## src/rbsc_pkg.sv

```systemverilog
// Package for the ROM bank capacity register: offsets, field layout,
// reset value, capacity codes and the shared bus request carrier.
// Assumes a single 125 MHz core clock domain and a plain register port.
package rbsc_pkg;

  // ***********************************************************************
  // Register map and layout
  // ***********************************************************************
  localparam int RBSC_REG_W = 16;
  localparam int RBSC_ADDR_W = 32;
  localparam int RBSC_FIELD_W = 3;
  localparam int RBSC_NBANK = 4;
  localparam int RBSC_MB_W = 7;
  localparam logic [31:0] RBSC_CAP_OFFSET = 32'h0f00_0004;
  localparam int RBSC_HI_A_LSB = 12;
  localparam int RBSC_HI_B_LSB = 8;
  localparam int RBSC_LO_A_LSB = 4;
  localparam int RBSC_LO_B_LSB = 0;
  localparam int RBSC_FIELD_PITCH = 4;
  localparam logic [15:0] RBSC_RSVD_MASK = 16'h8888;
  localparam logic [15:0] RBSC_CAP_RESET = 16'h1111;
  // Cycles from a write strobe to the bank outputs showing the new code.
  localparam int RBSC_WR_TO_OUT = 2;

  // ***********************************************************************
  // Capacity codes
  // ***********************************************************************
  localparam logic [2:0] RBSC_CODE_4MB = 3'h1;
  localparam logic [2:0] RBSC_CODE_8MB = 3'h2;
  localparam logic [2:0] RBSC_CODE_16MB = 3'h3;
  localparam logic [2:0] RBSC_CODE_32MB = 3'h4;
  localparam logic [2:0] RBSC_CODE_64MB = 3'h5;
  localparam logic [6:0] RBSC_MB_NONE = 7'h00;

  // ***********************************************************************
  // Types
  // ***********************************************************************
  typedef logic [RBSC_FIELD_W-1:0] rbsc_code_t;
  typedef logic [RBSC_NBANK-1:0][RBSC_FIELD_W-1:0] rbsc_codes_t;
  typedef logic [RBSC_NBANK-1:0][RBSC_MB_W-1:0] rbsc_mbs_t;

  typedef struct packed {
    logic [RBSC_ADDR_W-1:0] addr;
    logic [RBSC_REG_W-1:0] wdata;
    logic wr;
    logic rd;
  } rbsc_bus_req_t;

  // Capacity in megabytes for a code; reserved codes give zero.
  function automatic logic [6:0] rbsc_code_to_mb(input logic [2:0] code);
    logic [6:0] mb;
    mb = RBSC_MB_NONE;
    unique case (code)
      RBSC_CODE_4MB: mb = 7'h04;
      RBSC_CODE_8MB: mb = 7'h08;
      RBSC_CODE_16MB: mb = 7'h10;
      RBSC_CODE_32MB: mb = 7'h20;
      RBSC_CODE_64MB: mb = 7'h40;
      default: mb = RBSC_MB_NONE;
    endcase
    return mb;
  endfunction

  // Field index that drives a physical bank in the selected bus width.
  function automatic int rbsc_field_of_bank(input int bank, input logic mode_32);
    return mode_32 ? (bank ^ 2) : bank;
  endfunction

endpackage

```

## src/rbsc_bank_map.sv

```systemverilog
// Combinational steering of the four capacity fields onto physical banks.
// Assumes its caller registers the results before they leave the block.
`timescale 1ns/1ns
module rbsc_bank_map (
  // Register contents and bus width
  input wire logic [15:0] cap_word_i,
  input wire logic mode_32_i,
  // Per-bank results
  output rbsc_pkg::rbsc_codes_t bank_code_o,
  output rbsc_pkg::rbsc_mbs_t bank_mb_o
);
  import rbsc_pkg::*;

  always_comb begin
    for (int b = 0; b < RBSC_NBANK; b++) begin
      bank_code_o[b] = cap_word_i[rbsc_field_of_bank(b, mode_32_i) * RBSC_FIELD_PITCH +:
                                  RBSC_FIELD_W];
      bank_mb_o[b] = rbsc_code_to_mb(bank_code_o[b]);
    end
  end

endmodule // rbsc_bank_map

```

## src/rbsc_cap_reg.sv

```systemverilog
// ROM bank capacity register with its plain register port and the
// registered per-bank capacity outputs for the chip-select decoder.
// Assumes one core clock, synchronous inputs and a master that never
// raises read and write strobes together.
//
// Functional notes
// - Bits 15, 11, 7 and 3 are reserved, always read zero, and software writes zero there.
// - Bits 14 to 12 size bank 3 on a 16-bit ROM bus and bank 1 on a 32-bit bus.
// - Bits 6 to 4 size bank 1 on a 16-bit ROM bus and bank 3 on a 32-bit bus.
// - Bits 2 to 0 size bank 0 on a 16-bit ROM bus and bank 2 on a 32-bit bus.
// - Codes 1 to 5 mean 4, 8, 16, 32 and 64 MB in either width; 0, 6 and 7 are reserved.
`timescale 1ns/1ns
module rbsc_cap_reg (
  // Clock and reset
  input wire logic core_clk_i,
  input wire logic sys_rst_i,
  // Register port
  input rbsc_pkg::rbsc_bus_req_t bus_req_i,
  output logic [15:0] rd_data_o,
  // ROM bus width, high for 32-bit mode
  input wire logic rom_bus_32_i,
  // Chip-select decoder side
  output rbsc_pkg::rbsc_codes_t bank_code_o,
  output rbsc_pkg::rbsc_mbs_t bank_mb_o,
  output logic code_reserved_o
);
  import rbsc_pkg::*;

  // ***********************************************************************
  // Decode
  // ***********************************************************************
  logic [15:0] cap_r;
  logic [15:0] cap_nxt;
  logic hit;
  logic wr_hit;
  logic rd_hit;
  rbsc_codes_t map_code;
  rbsc_mbs_t map_mb;
  logic any_rsvd;

  assign hit = (bus_req_i.addr == RBSC_CAP_OFFSET);
  assign wr_hit = bus_req_i.wr && hit;
  assign rd_hit = bus_req_i.rd && hit;

  // ***********************************************************************
  // Register storage
  // ***********************************************************************
  // Reserved bits are dropped on write so a careless write cannot make them read back.
  assign cap_nxt = bus_req_i.wdata & ~RBSC_RSVD_MASK;

  always_ff @(posedge core_clk_i or posedge sys_rst_i) begin
    if (sys_rst_i) begin
      cap_r <= RBSC_CAP_RESET;
    end else if (wr_hit) begin
      cap_r <= cap_nxt;
    end
  end

  // ***********************************************************************
  // Read path
  // ***********************************************************************
  // Unmapped reads answer zero; data stands for the one cycle after the strobe.
  always_ff @(posedge core_clk_i or posedge sys_rst_i) begin
    if (sys_rst_i) begin
      rd_data_o <= 16'h0000;
    end else if (rd_hit) begin
      rd_data_o <= cap_r & ~RBSC_RSVD_MASK;
    end else begin
      rd_data_o <= 16'h0000;
    end
  end

  // ***********************************************************************
  // Bank steering
  // ***********************************************************************
  rbsc_bank_map u_map (
    .cap_word_i(cap_r),
    .mode_32_i(rom_bus_32_i),
    .bank_code_o(map_code),
    .bank_mb_o(map_mb)
  );

  always_comb begin
    any_rsvd = 1'b0;
    for (int b = 0; b < RBSC_NBANK; b++) begin
      if (map_mb[b] == RBSC_MB_NONE) begin
        any_rsvd = 1'b1;
      end
    end
  end

  // Outputs are registered so the decoder sees clean levels; this costs one
  // cycle of latency after a write or a bus width change.
  always_ff @(posedge core_clk_i or posedge sys_rst_i) begin
    if (sys_rst_i) begin
      for (int b = 0; b < RBSC_NBANK; b++) begin
        bank_code_o[b] <= RBSC_CODE_4MB;
        bank_mb_o[b] <= 7'h04;
      end
    end else begin
      bank_code_o <= map_code;
      bank_mb_o <= map_mb;
    end
  end

  always_ff @(posedge core_clk_i or posedge sys_rst_i) begin
    if (sys_rst_i) begin
      code_reserved_o <= 1'b0;
    end else begin
      code_reserved_o <= any_rsvd;
    end
  end

  logic past_valid_r;
  always_ff @(posedge core_clk_i or posedge sys_rst_i) begin
    if (sys_rst_i) begin
      past_valid_r <= 1'b0;
    end else begin
      past_valid_r <= 1'b1;
    end
  end
endmodule // rbsc_cap_reg

```

## config.mk

```make
export PLATFORM = sky130hd
export DESIGN_NAME = rbsc_cap_reg
export DESIGN_NICKNAME = d
export VERILOG_FILES = /design/src/rbsc_pkg.sv /design/src/rbsc_bank_map.sv /design/src/rbsc_cap_reg.sv
export SDC_FILE = /design/constraint.sdc
export NUM_CORES = 1
export LEC_CHECK = 0
export ABC_AREA = 1
export BUFFER_PORTS_ARGS = -buffer_cell sky130_fd_sc_hd__buf_2
export CAP_MARGIN = 20
export CORE_ASPECT_RATIO = 0.9
export CORE_MARGIN = 4
export CORE_UTILIZATION = 45
export CTS_CLUSTER_SIZE = 28
export DETAILED_ROUTE_END_ITERATION = 12
export GPL_TIMING_DRIVEN = 0
export PLACE_DENSITY = 0.82
export SYNTH_ARGS = -nofsm -noshare
export SYNTH_HDL_FRONTEND = slang
export SYNTH_SLANG_ARGS = --single-unit
```

## constraint.sdc

```tcl
create_clock -name core_clk_i -period 3.25 [get_ports core_clk_i]
set_input_delay 0.65 -clock core_clk_i [delete_from_list [all_inputs] [get_ports core_clk_i]]
set_output_delay 0.65 -clock core_clk_i [all_outputs]
set_load 0.05 [all_outputs]
```

Yosys cells after proc, flatten, opt, wreduce, memory -nomap -nowiden
Cells that the tools add are included.
Widths: inputs -> output; s select.
Word-level totals
  memories: 0
  bits in writable memories: 0
  output and inout port bits: 57
  register bits: 68
  logic and storage cells: 55
  input port bits: 53
  memory bits (read-only): 0
  bits in latches: 0
Operators by class
  add/subtract/negate cells: 0
  shift-type cells: 4
  magnitude comparators: 0
  divide/modulo/power cells: 0
  mux-type cells: 13
  bitwise operators: 0
  multiply operators: 0
  equal/unequal tests: 21
  reduce and logical (&&, ||, !) cells: 6
Operators by type and width (count)
  $pmux 7 s5: 4
  $shiftx 16x32->3: 4
  $eq 32x28->1 const B: 1
  $logic_not 7->1: 4
  $eq 3x2->1 const B: 8
  $eq 3x3->1 const B: 8
  $mux 15: 1
  $eq 3x1->1 const B: 4
  $mux 2: 4
  $mux 1: 4
  $logic_and 1x1->1: 2

Depth between registers and ports, before layout
Gate-level depths: netlist of run 1.
  word-level depth: 9
  depth in mapped cells: 10
  depth with buffers taken out: 9

By module
A second synthesis of run 1 with hierarchy kept.
Second synthesis, totals
  cell total of the unflattened synthesis: 336
  area, all modules: 2831.5 µm²
By module, submodules not included
  rbsc_cap_reg: sequential area each 1641.6 µm², cells each 207, times used 1, area an instance 2265.9 µm²
  rbsc_bank_map: sequential area each 0.0 µm², cells each 129, times used 1, area an instance 565.5 µm²

Least setup slack after synthesis of run 1
OpenSTA, ideal clock, no wires.
  path type: input to register
  start: input bus_req_i[41] (netlist bit)
  end: register cap_r[9]
  stages: 9
  data required time: 3.133 ns
  library setup time: 0.117 ns
  path slack: 1.759 ns
  buffers on the path: 1
  arrival time: 1.375 ns
  cells stage by stage: nor2_1 nand2_1 nor2_1 nand2_1 inv_1 nand3_1 buf_2 nand2_1 nand2_1
On the way
  longest elaborated chain between the ends: 2
Ends and longest elaborated chain
  start, declared: line rbsc_cap_reg.sv:18  | input rbsc_pkg::rbsc_bus_req_t bus_req_i,
  $eq 32x28->1: line rbsc_cap_reg.sv:41  | assign hit = (bus_req_i.addr == RBSC_CAP_OFFSET);
  $logic_and 1x1->1: line rbsc_cap_reg.sv:42  | assign wr_hit = bus_req_i.wr && hit;
  end signal, assigned: line rbsc_cap_reg.sv:55  | cap_r <= cap_nxt;
  end, declared: line rbsc_cap_reg.sv:32  | logic [15:0] cap_r;
No other way between the ends.
A chain may end at the register's enable or synchronous reset.

Final worst setup path of run 1
  start: register bank_mb_o[23] (netlist bit)
  end: output bank_mb_o[23] (netlist bit)
RTL lines
  start, declared: line rbsc_cap_reg.sv:24  | output rbsc_pkg::rbsc_mbs_t bank_mb_o,
  start signal, assigned: line rbsc_cap_reg.sv:102  | bank_mb_o <= map_mb;
No word-level cell between the ends.

==> results of run 1 <==
-- cell usage in the layout (no fill, tap or decap), drive strengths merged --
cell type	Yosys	routed
buf	19	112
nand3	19	19
nand2	71	71
dfrtp	45	45
clkbuf	0	10
conb	1	12
nor2	50	50
o21ai	14	14
nor3	3	3
clkinv	0	5
nand4	1	1
dfstp	12	12
o21a	1	1
bufinv	0	1
inv	36	36
-- kinds of logic (layout without fill, tap and decap cells) --
| logic type | count (synthesis) | after routing | synth area share [%] |
|---|---|---|---|
| AOI/OAI and AO/OA | 15 | 15 | 4.27 |
| buffers and inverters | 55 | 164 | 11.4 |
| DFF | 57 | 57 | 59.3 |
| other | 1 | 12 | 0.154 |
| and+or+nand+nor | 144 | 144 | 24.9 |
-- path summary, 6_finish.rpt --
| check | from | end | slack (ns) | cells after the start |
|---|---|---|---|---|
| worst max register to register | cap_r[4]$_DFFE_PP1P_ | code_reserved_o$_DFF_PP0_ | 1.86 | 5 |
| worst min-delay path | sys_rst_i | bank_code_o[2]$_DFF_PP0_ | 0.36 | 2 |
| min in group core_clk_i | cap_r[0]$_DFFE_PP1P_ | cap_r[0]$_DFFE_PP1P_ | 0.47 | 2 |
| worst min register to register | cap_r[0]$_DFFE_PP1P_ | cap_r[0]$_DFFE_PP1P_ | 0.47 | 2 |
| max in group asynchronous | sys_rst_i | bank_mb_o[9]$_DFF_PP1_ | 2.27 | 3 |
| worst max-delay path | bank_mb_o[23]$_DFF_PP1_ | bank_mb_o[23] | 1.50 | 1 |
-- through the flow --
stage | cell area (um2) | power (mW) | hold WS, ns | worst slack [ns]
2_1_floorplan | 2470 | 0.819 | 0.442 | 1.22
3_3_place_gp | 3020 | 0.858 | 0.454 | 0.685
3_5_place_dp | 3040 | 0.864 | 0.458 | 1.48
4_1_cts | 3220 | 1.48 | 0.366 | 1.49
5_1_grt | 3220 | 1.53 | 0.379 | 1.45
6_report | 3220 | 1.46 | 0.360 | 1.50
-- layout make-up --
cell class | count | area [um2] | area share (%)
inverter | 36 | 135 | 4.19
timing repair buffer | 93 | 480 | 14.9
sequential | 57 | 1440 | 44.7
clock buffer | 10 | 128 | 3.96
multi-input combinational | 171 | 754 | 23.4
tap | 67 | 83.8 | 2.60
clock inverter | 6 | 58.8 | 1.82
buffer | 19 | 143 | 4.42
-- flip-flops by register name (all words and copies together) (netlist names) --
name,flops
bank_code_o,12
bank_mb_o,20
cap_r,12
code_reserved_o,1
rd_data_o,12
-- layer usage --
metal  share of wire [%]  GRT usage, %  vias to the layer above
met5                   0             0                        -
met4                 1.1          6.17                        0
met3                  11          7.43                        4
met2                  47          27.8                       92
met1                  41          19.2                      876
li1                    -             -                     1034
-- where the power goes --
part / internal [mW] / switching, mW / total [mW] / leakage (nW)
sequential: 0.715 / 0.000701 / 0.716 / 0.744
combinational: 0.0456 / 0.0898 / 0.135 / 0.989
clock: 0.349 / 0.264 / 0.613 / 0.0998
==> summary.md, run 1 <==
| Metric | Value |
|---|---|
| Hold violation total from the final report | `0` |
| GRT overflow | `0` |
| Routed wire length per instance | `roughly 11 um` |
| Clk sinks | `57` |
| Worst Tran Pin Value | `approximately 0.54 ns` |
| Top-count cell post-synth | `nand2_1` |
| Biggest cell delay along the critical path | `between 0.5 and 0.6 ns` |
| Number of synthesized flops with an enable pin | `0` |
| Vias/cell | `between 4 and 5` |
| Fmax | `approximately 570 MHz` |
| Placed cell count | `around 440` |
| Synth cell count leaders | `nand2_1, dfrtp_1, nor2_1` |
| Post-cts hold buffer count | `0` |
| Share of the synthesized area in the top cell type | `a little under half` |
| Max-slew violations | `0` |
| Post-Syn Area | `around 2400 um2` |
| Initial antenna violation count | `0` |
| CP endpoint kind | `output port` |
| Final TNS setup | `0 ns` |
| Largest net degree at the start of global routing | `33` |
| Starting Density | `roughly 46%` |
| Crit-path cells | `buf_2` |
| Crit-path leading delay family | `flip-flops` |
| DP HPWL | `~4200 um` |
| Die width | `approximately 85 um` |
| Count of cells resized by post-cts repair | `0` |
| Area leader, netlist | `dfrtp_1` |
| RSZ-0062 raised after global routing | `no` |
| # setup viols final | `0` |
| Layout cell share with drive strength beyond 1 | `~40%` |
| Fin util | `about three fifths` |
| Slowest library cell on the worst path | `dfstp_2` |
| Via Count | `between 2,000 and 2,500` |
| TritonCTS clock tree | `done` |
| Pwr dens | `~450 nW/um2` |
| Post-synth top flop | `dfrtp_1` |
| Average size of a mapped cell | `about 8.9 um2` |
| Wire length after detailed routing | `roughly 5200 um` |
| Yosys warns | `0` |
| Fin nets | `440` |
| All-Layer GR Usage | `roughly 17%` |
| Max-cap check violation count | `0` |
| CTS Buffer Depth | `2` |
| Mapped Cells | `~270` |
| Synth top area cells | `dfrtp_1, dfstp_2, nand2_1` |
| Final min period | `roughly 1.7 ns` |
| Buffer count from post-CTS setup fixing | `0` |
| LEAKAGE | `roughly 1.8 nW` |
| Post-route non-filler standard cell count | `around 460` |
| DRC Markers | `0` |
| CP max FO | `1` |
| Flops & latches, synth | `between 50 and 60` |
| Clock transition at path regs | `approximately 0.06 ns` |
| Clock buffer count from CTS | `9` |
| Initial DRC count | `82` |
| Total die area | `around 6600 um2` |
| Drt first pass iters | `4` |
| Outcome | `complete, no violations` |
| Area Overhead vs Synth | `32.6%` |
| Core Region | `roughly 5300 um2` |
| Seq/Total Area, Yosys | `59.3%` |
| RD Place Congestion | `about 0.75` |
| Arrival time worst endpoint | `1.10 ns` |
| PortBufs | `between 90 and 100` |
| Bufs and invs on worst path | `1` |
| Period utilization | `between 50% and 60%` |
| Async SR Flop Fraction | `between 90% and 100%` |
| Worst Skew | `a little over 0.006 ns` |
| Required time at the worst-slack endpoint | `roughly 2.6 ns` |
| First-pass GRT wire length | `~8600 um` |
| Peak VDD IR | `between 0.2 and 0.25 mV` |
| Root Buffer | `clkbuf_8` |
| Filler Cell Count | `~450` |
| Clk Latency, worst-skew pair | `roughly 0.33 ns` |
| DIE HEIGHT | `77.7 um` |
| Ant. Diodes | `0` |
| Critical path startpoint category | `register` |
| Vias in the first global route | `2,019` |
| Relative slew slack | `63.9%` |
| DRT antenna net count | `0` |
| Row cnt | `25` |
| H-tree depth | `3` |
| Worst hold path type | `in -> async` |
| CP Class | `reg -> out` |
| Unique cell type count in the Yosys netlist | `19` |
| IO Pins | `110` |
Note: power is estimated with default switching activity, not from simulation.
==> inputs of run 2 (changes only) <==
ABC_AREA = 0   (was 1)
PLACE_DENSITY = 0.84   (was 0.82)
clock period = 1.62 ns   (was 3.25 ns; I/O delays follow)
==> run 2 against run 1 <==
Core utilization rose by 2.0 points. Cell count fell by 21%. Non-clock buffer count fell by 2. Largest cell class unchanged. Critical path type is now in -> reg.
==> summary.md, run 2 <==
| Metric | Value |
|---|---|
| Outcome | `complete, no violations` |
| Clock transition at path regs | `approximately 0.060 ns` |
| GRT overflow | `0` |
| Flops & latches, synth | `57` |
| Leading cell type in the layout, fill and taps excluded | `buf_2` |
| Worst hold path type | `in -> async` |
| Xor/xnor share of the synthesized area | `0%` |
| Synth cell count leaders | `dfrtp_1, nor2_1, mux2_2` |
| DP HPWL | `3640 um` |
| IO Pins | `110` |
| Comb power frac | `approximately 7%` |
| Async SR Flop Fraction | `100%` |
| CP Class | `in -> reg` |
| Period utilization | `92.6%` |
| Average size of a mapped cell | `12.7 um2` |
| Required time at the worst-slack endpoint | `1.82 ns` |
| Post-route non-filler standard cell count | `362` |
| Clk Latency, worst-skew pair | `approximately 0.32 ns` |
| Max-slew violations | `0` |
| DRT antenna net count | `0` |
| Via Count | `1,623` |
| Pwr dens | `950 nW/um2` |
| Max reg flops | `20` |
| Final min period | `roughly 1.5 ns` |
| Critical path startpoint category | `input pin` |
| Top reg by flops | `bank_mb_o` |
| Peak VDD IR | `approximately 0.50 mV` |
| CP endpoint kind | `register` |
| Layout cell share with drive strength beyond 1 | `around 54%` |
| PortBufs | `about 90` |
| CP max FO | `10` |
| CTS Buffer Depth | `2` |
| Final Instance Area | `around 3000 um2` |
| Slowest library cell on the worst path | `mux2_2` |
| Starting Density | `46.2%` |
| Ant. Diodes | `0` |
| Top-count cell post-synth | `dfrtp_1` |
| DRC Markers | `0` |
| Most frequent cells in the layout | `buf_2, dfrtp_1, nor2_1, mux2_2, buf_4` |
| H-tree depth | `3` |
| LEAKAGE | `roughly 1.8 nW` |
| Drt first pass iters | `4` |
| Psw | `around 620 uW` |
| Fmax | `between 600 and 700 MHz` |
| Internal power | `between 2 and 2.5 mW` |
| Post-Syn Area | `2230 um2` |
| Compound-Gate Fraction of Synth Area | `~1.7%` |
| Die width | `approximately 82 um` |
| Area of placed instances | `2840 um2` |
| Initial antenna violation count | `0` |
| TritonCTS clock tree | `done` |
| Crit-path cells | `buf_2 > nor4_1 > nand4_1 > nor3_4 > buf_6 > mux2_2` |
| Relative slew slack | `roughly three fifths` |
| Adder-cell share of the synthesized area | `0%` |
| Share of the synthesized area in the top cell type | `between 50% and 60%` |
| Row cnt | `24` |
| Fin nets | `around 350` |
| Worst Skew | `0.00764 ns` |
| Total die area | `6150 um2` |
| Area Overhead vs Synth | `37.3%` |
| Largest net degree at the start of global routing | `32` |
| Sequential Power Share | `between 40% and 50%` |
| Root Buffer | `clkbuf_8` |
| Area leader, netlist | `dfrtp_1` |
| Synth top area cells | `dfrtp_1, dfstp_2, mux2_2` |
| DIE HEIGHT | `74.8 um` |
| Number of synthesized flops with an enable pin | `0` |
| Portion of netlist area occupied by mux cells | `11.8%` |
| Core Region | `around 4800 um2` |
| Unique cell type count in the Yosys netlist | `25` |
| Routed wire length per instance | `around 13 um` |
| All-Layer GR Usage | `16.4%` |
| Yosys warns | `0` |
| Post-synth top flop | `dfrtp_1` |
| Mapped Cells | `between 150 and 200` |
| Seq/Total Area, Yosys | `around 65%` |
| First-pass GRT wire length | `a little over 7000 um` |
| Max-cap check violation count | `0` |
| Simple-Gate Fraction of Synth Area | `between 15 and 20%` |
| RD Place Congestion | `roughly 0.75` |
| # setup viols final | `0` |
| Clock buffer count from CTS | `9` |
| Vias/cell | `roughly 4.5` |
| Arrival time worst endpoint | `roughly 1.7 ns` |
| Worst Tran Pin Value | `around 0.57 ns` |
| Post-cts hold buffer count | `0` |
| Initial DRC count | `89` |
| Biggest cell delay along the critical path | `~0.34 ns` |
| Hold violation total from the final report | `0` |
| Clock power frac | `a little over two fifths` |
| Sw Share | `21.2%` |
| RSZ-0062 raised after global routing | `no` |
| Clk sinks | `57` |
| Wire length after detailed routing | `around 4700 um` |
| Crit-path leading delay family | `simple AND/OR/NAND/NOR gates` |
| Placed cell count | `345` |
| Vias in the first global route | `between 1,500 and 2,000` |
| Main combinational cell family by area after synthesis | `simple AND/OR/NAND/NOR gates` |
| Bufs and invs on worst path | `2` |
-- run 2: changes by cell type after synthesis, sizes merged, moves of 4 or more --
cell,previous run,this run
nor3,3,8
o21ai,14,0
buf,19,15
nand3,19,0
nor2,50,20
nand2,71,7
mux2i,0,6
nor4,0,5
mux2,0,18
and2,0,12
inv,36,9
-- run 2: logic make-up (layout without fill, tap and decap cells) --
logic type,count (synthesis),in the layout
AND/OR/NAND/NOR,63,63
multiplexers,24,24
flip-flops,57,57
AO/OA/AOI/OAI,6,6
buffers and inverters,25,135
other,1,12
-- run 2: through the flow --
stage	TNS (ns)	hold slack (ns)	utilization [%]	worst slack [ns]	total power, mW
final	0	0.0623	63.4	0.120	2.91
after global routing	0	0.0905	63.4	0.0493	3.05
after CTS	0	0.0656	62.8	0.0139	2.94
after detailed placement	-5.58	0.415	58.7	-0.326	1.65
after global placement	-4.74	0.549	58.3	-0.278	1.64
after floorplan	0	0.406	-	0.0194	1.58
-- run 2: metal layers --
layer  GRT usage, %  vias to the layer above  part of all wire [%]
met5              0                        -                     0
met4           8.86                        0                   1.7
met3           6.46                        8                    11
met2           26.3                       85                    47
met1           18.9                      731                    40
li1               -                      799                     -
-- run 2: path summary, 6_finish.rpt --
check	startpoint	to	slack, ns	depth (start not counted)
worst min register to register	cap_r[4]$_DFFE_PP1P_	rd_data_o[4]$_DFF_PP0_	0.56	1
worst max-delay path	bus_req_i[35]	cap_r[5]$_DFFE_PP0P_	0.12	6
max in group asynchronous	sys_rst_i	cap_r[4]$_DFFE_PP1P_	0.96	3
min in group core_clk_i	bus_req_i[11]	cap_r[9]$_DFFE_PP0P_	0.24	2
worst min-delay path	sys_rst_i	bank_mb_o[19]$_DFF_PP0_	0.06	2
worst max register to register	cap_r[1]$_DFFE_PP0P_	code_reserved_o$_DFF_PP0_	0.40	4
-- run 2: area by class of cell --
class / count / area [um2]
fillers: 380 / 1770
flip-flops and latches: 57 / 1440
multi-input cells: 105 / 702
repair buffers: 94 / 488
clock buffers: 13 / 159
plain buffers: 16 / 116
well taps: 65 / 81.3
clock inverters: 3 / 40.0
inverters: 9 / 37.5
-- run 2: power by group through the flow --
stage	logic, mW	registers (mW)	clock network, mW
2_1_floorplan	0.128	1.45	0
3_3_place_gp	0.191	1.45	0
3_5_place_dp	0.201	1.45	0
4_1_cts	0.201	1.43	1.32
5_1_grt	0.223	1.42	1.40
6_report	0.204	1.43	1.28
-- run 2: repair_timing --
item | 4_1_cts | 5_1_grt
endpoints found under the setup margin | 0 | 20
resized for setup | 0 | 5
buffers inserted | 0 | 1
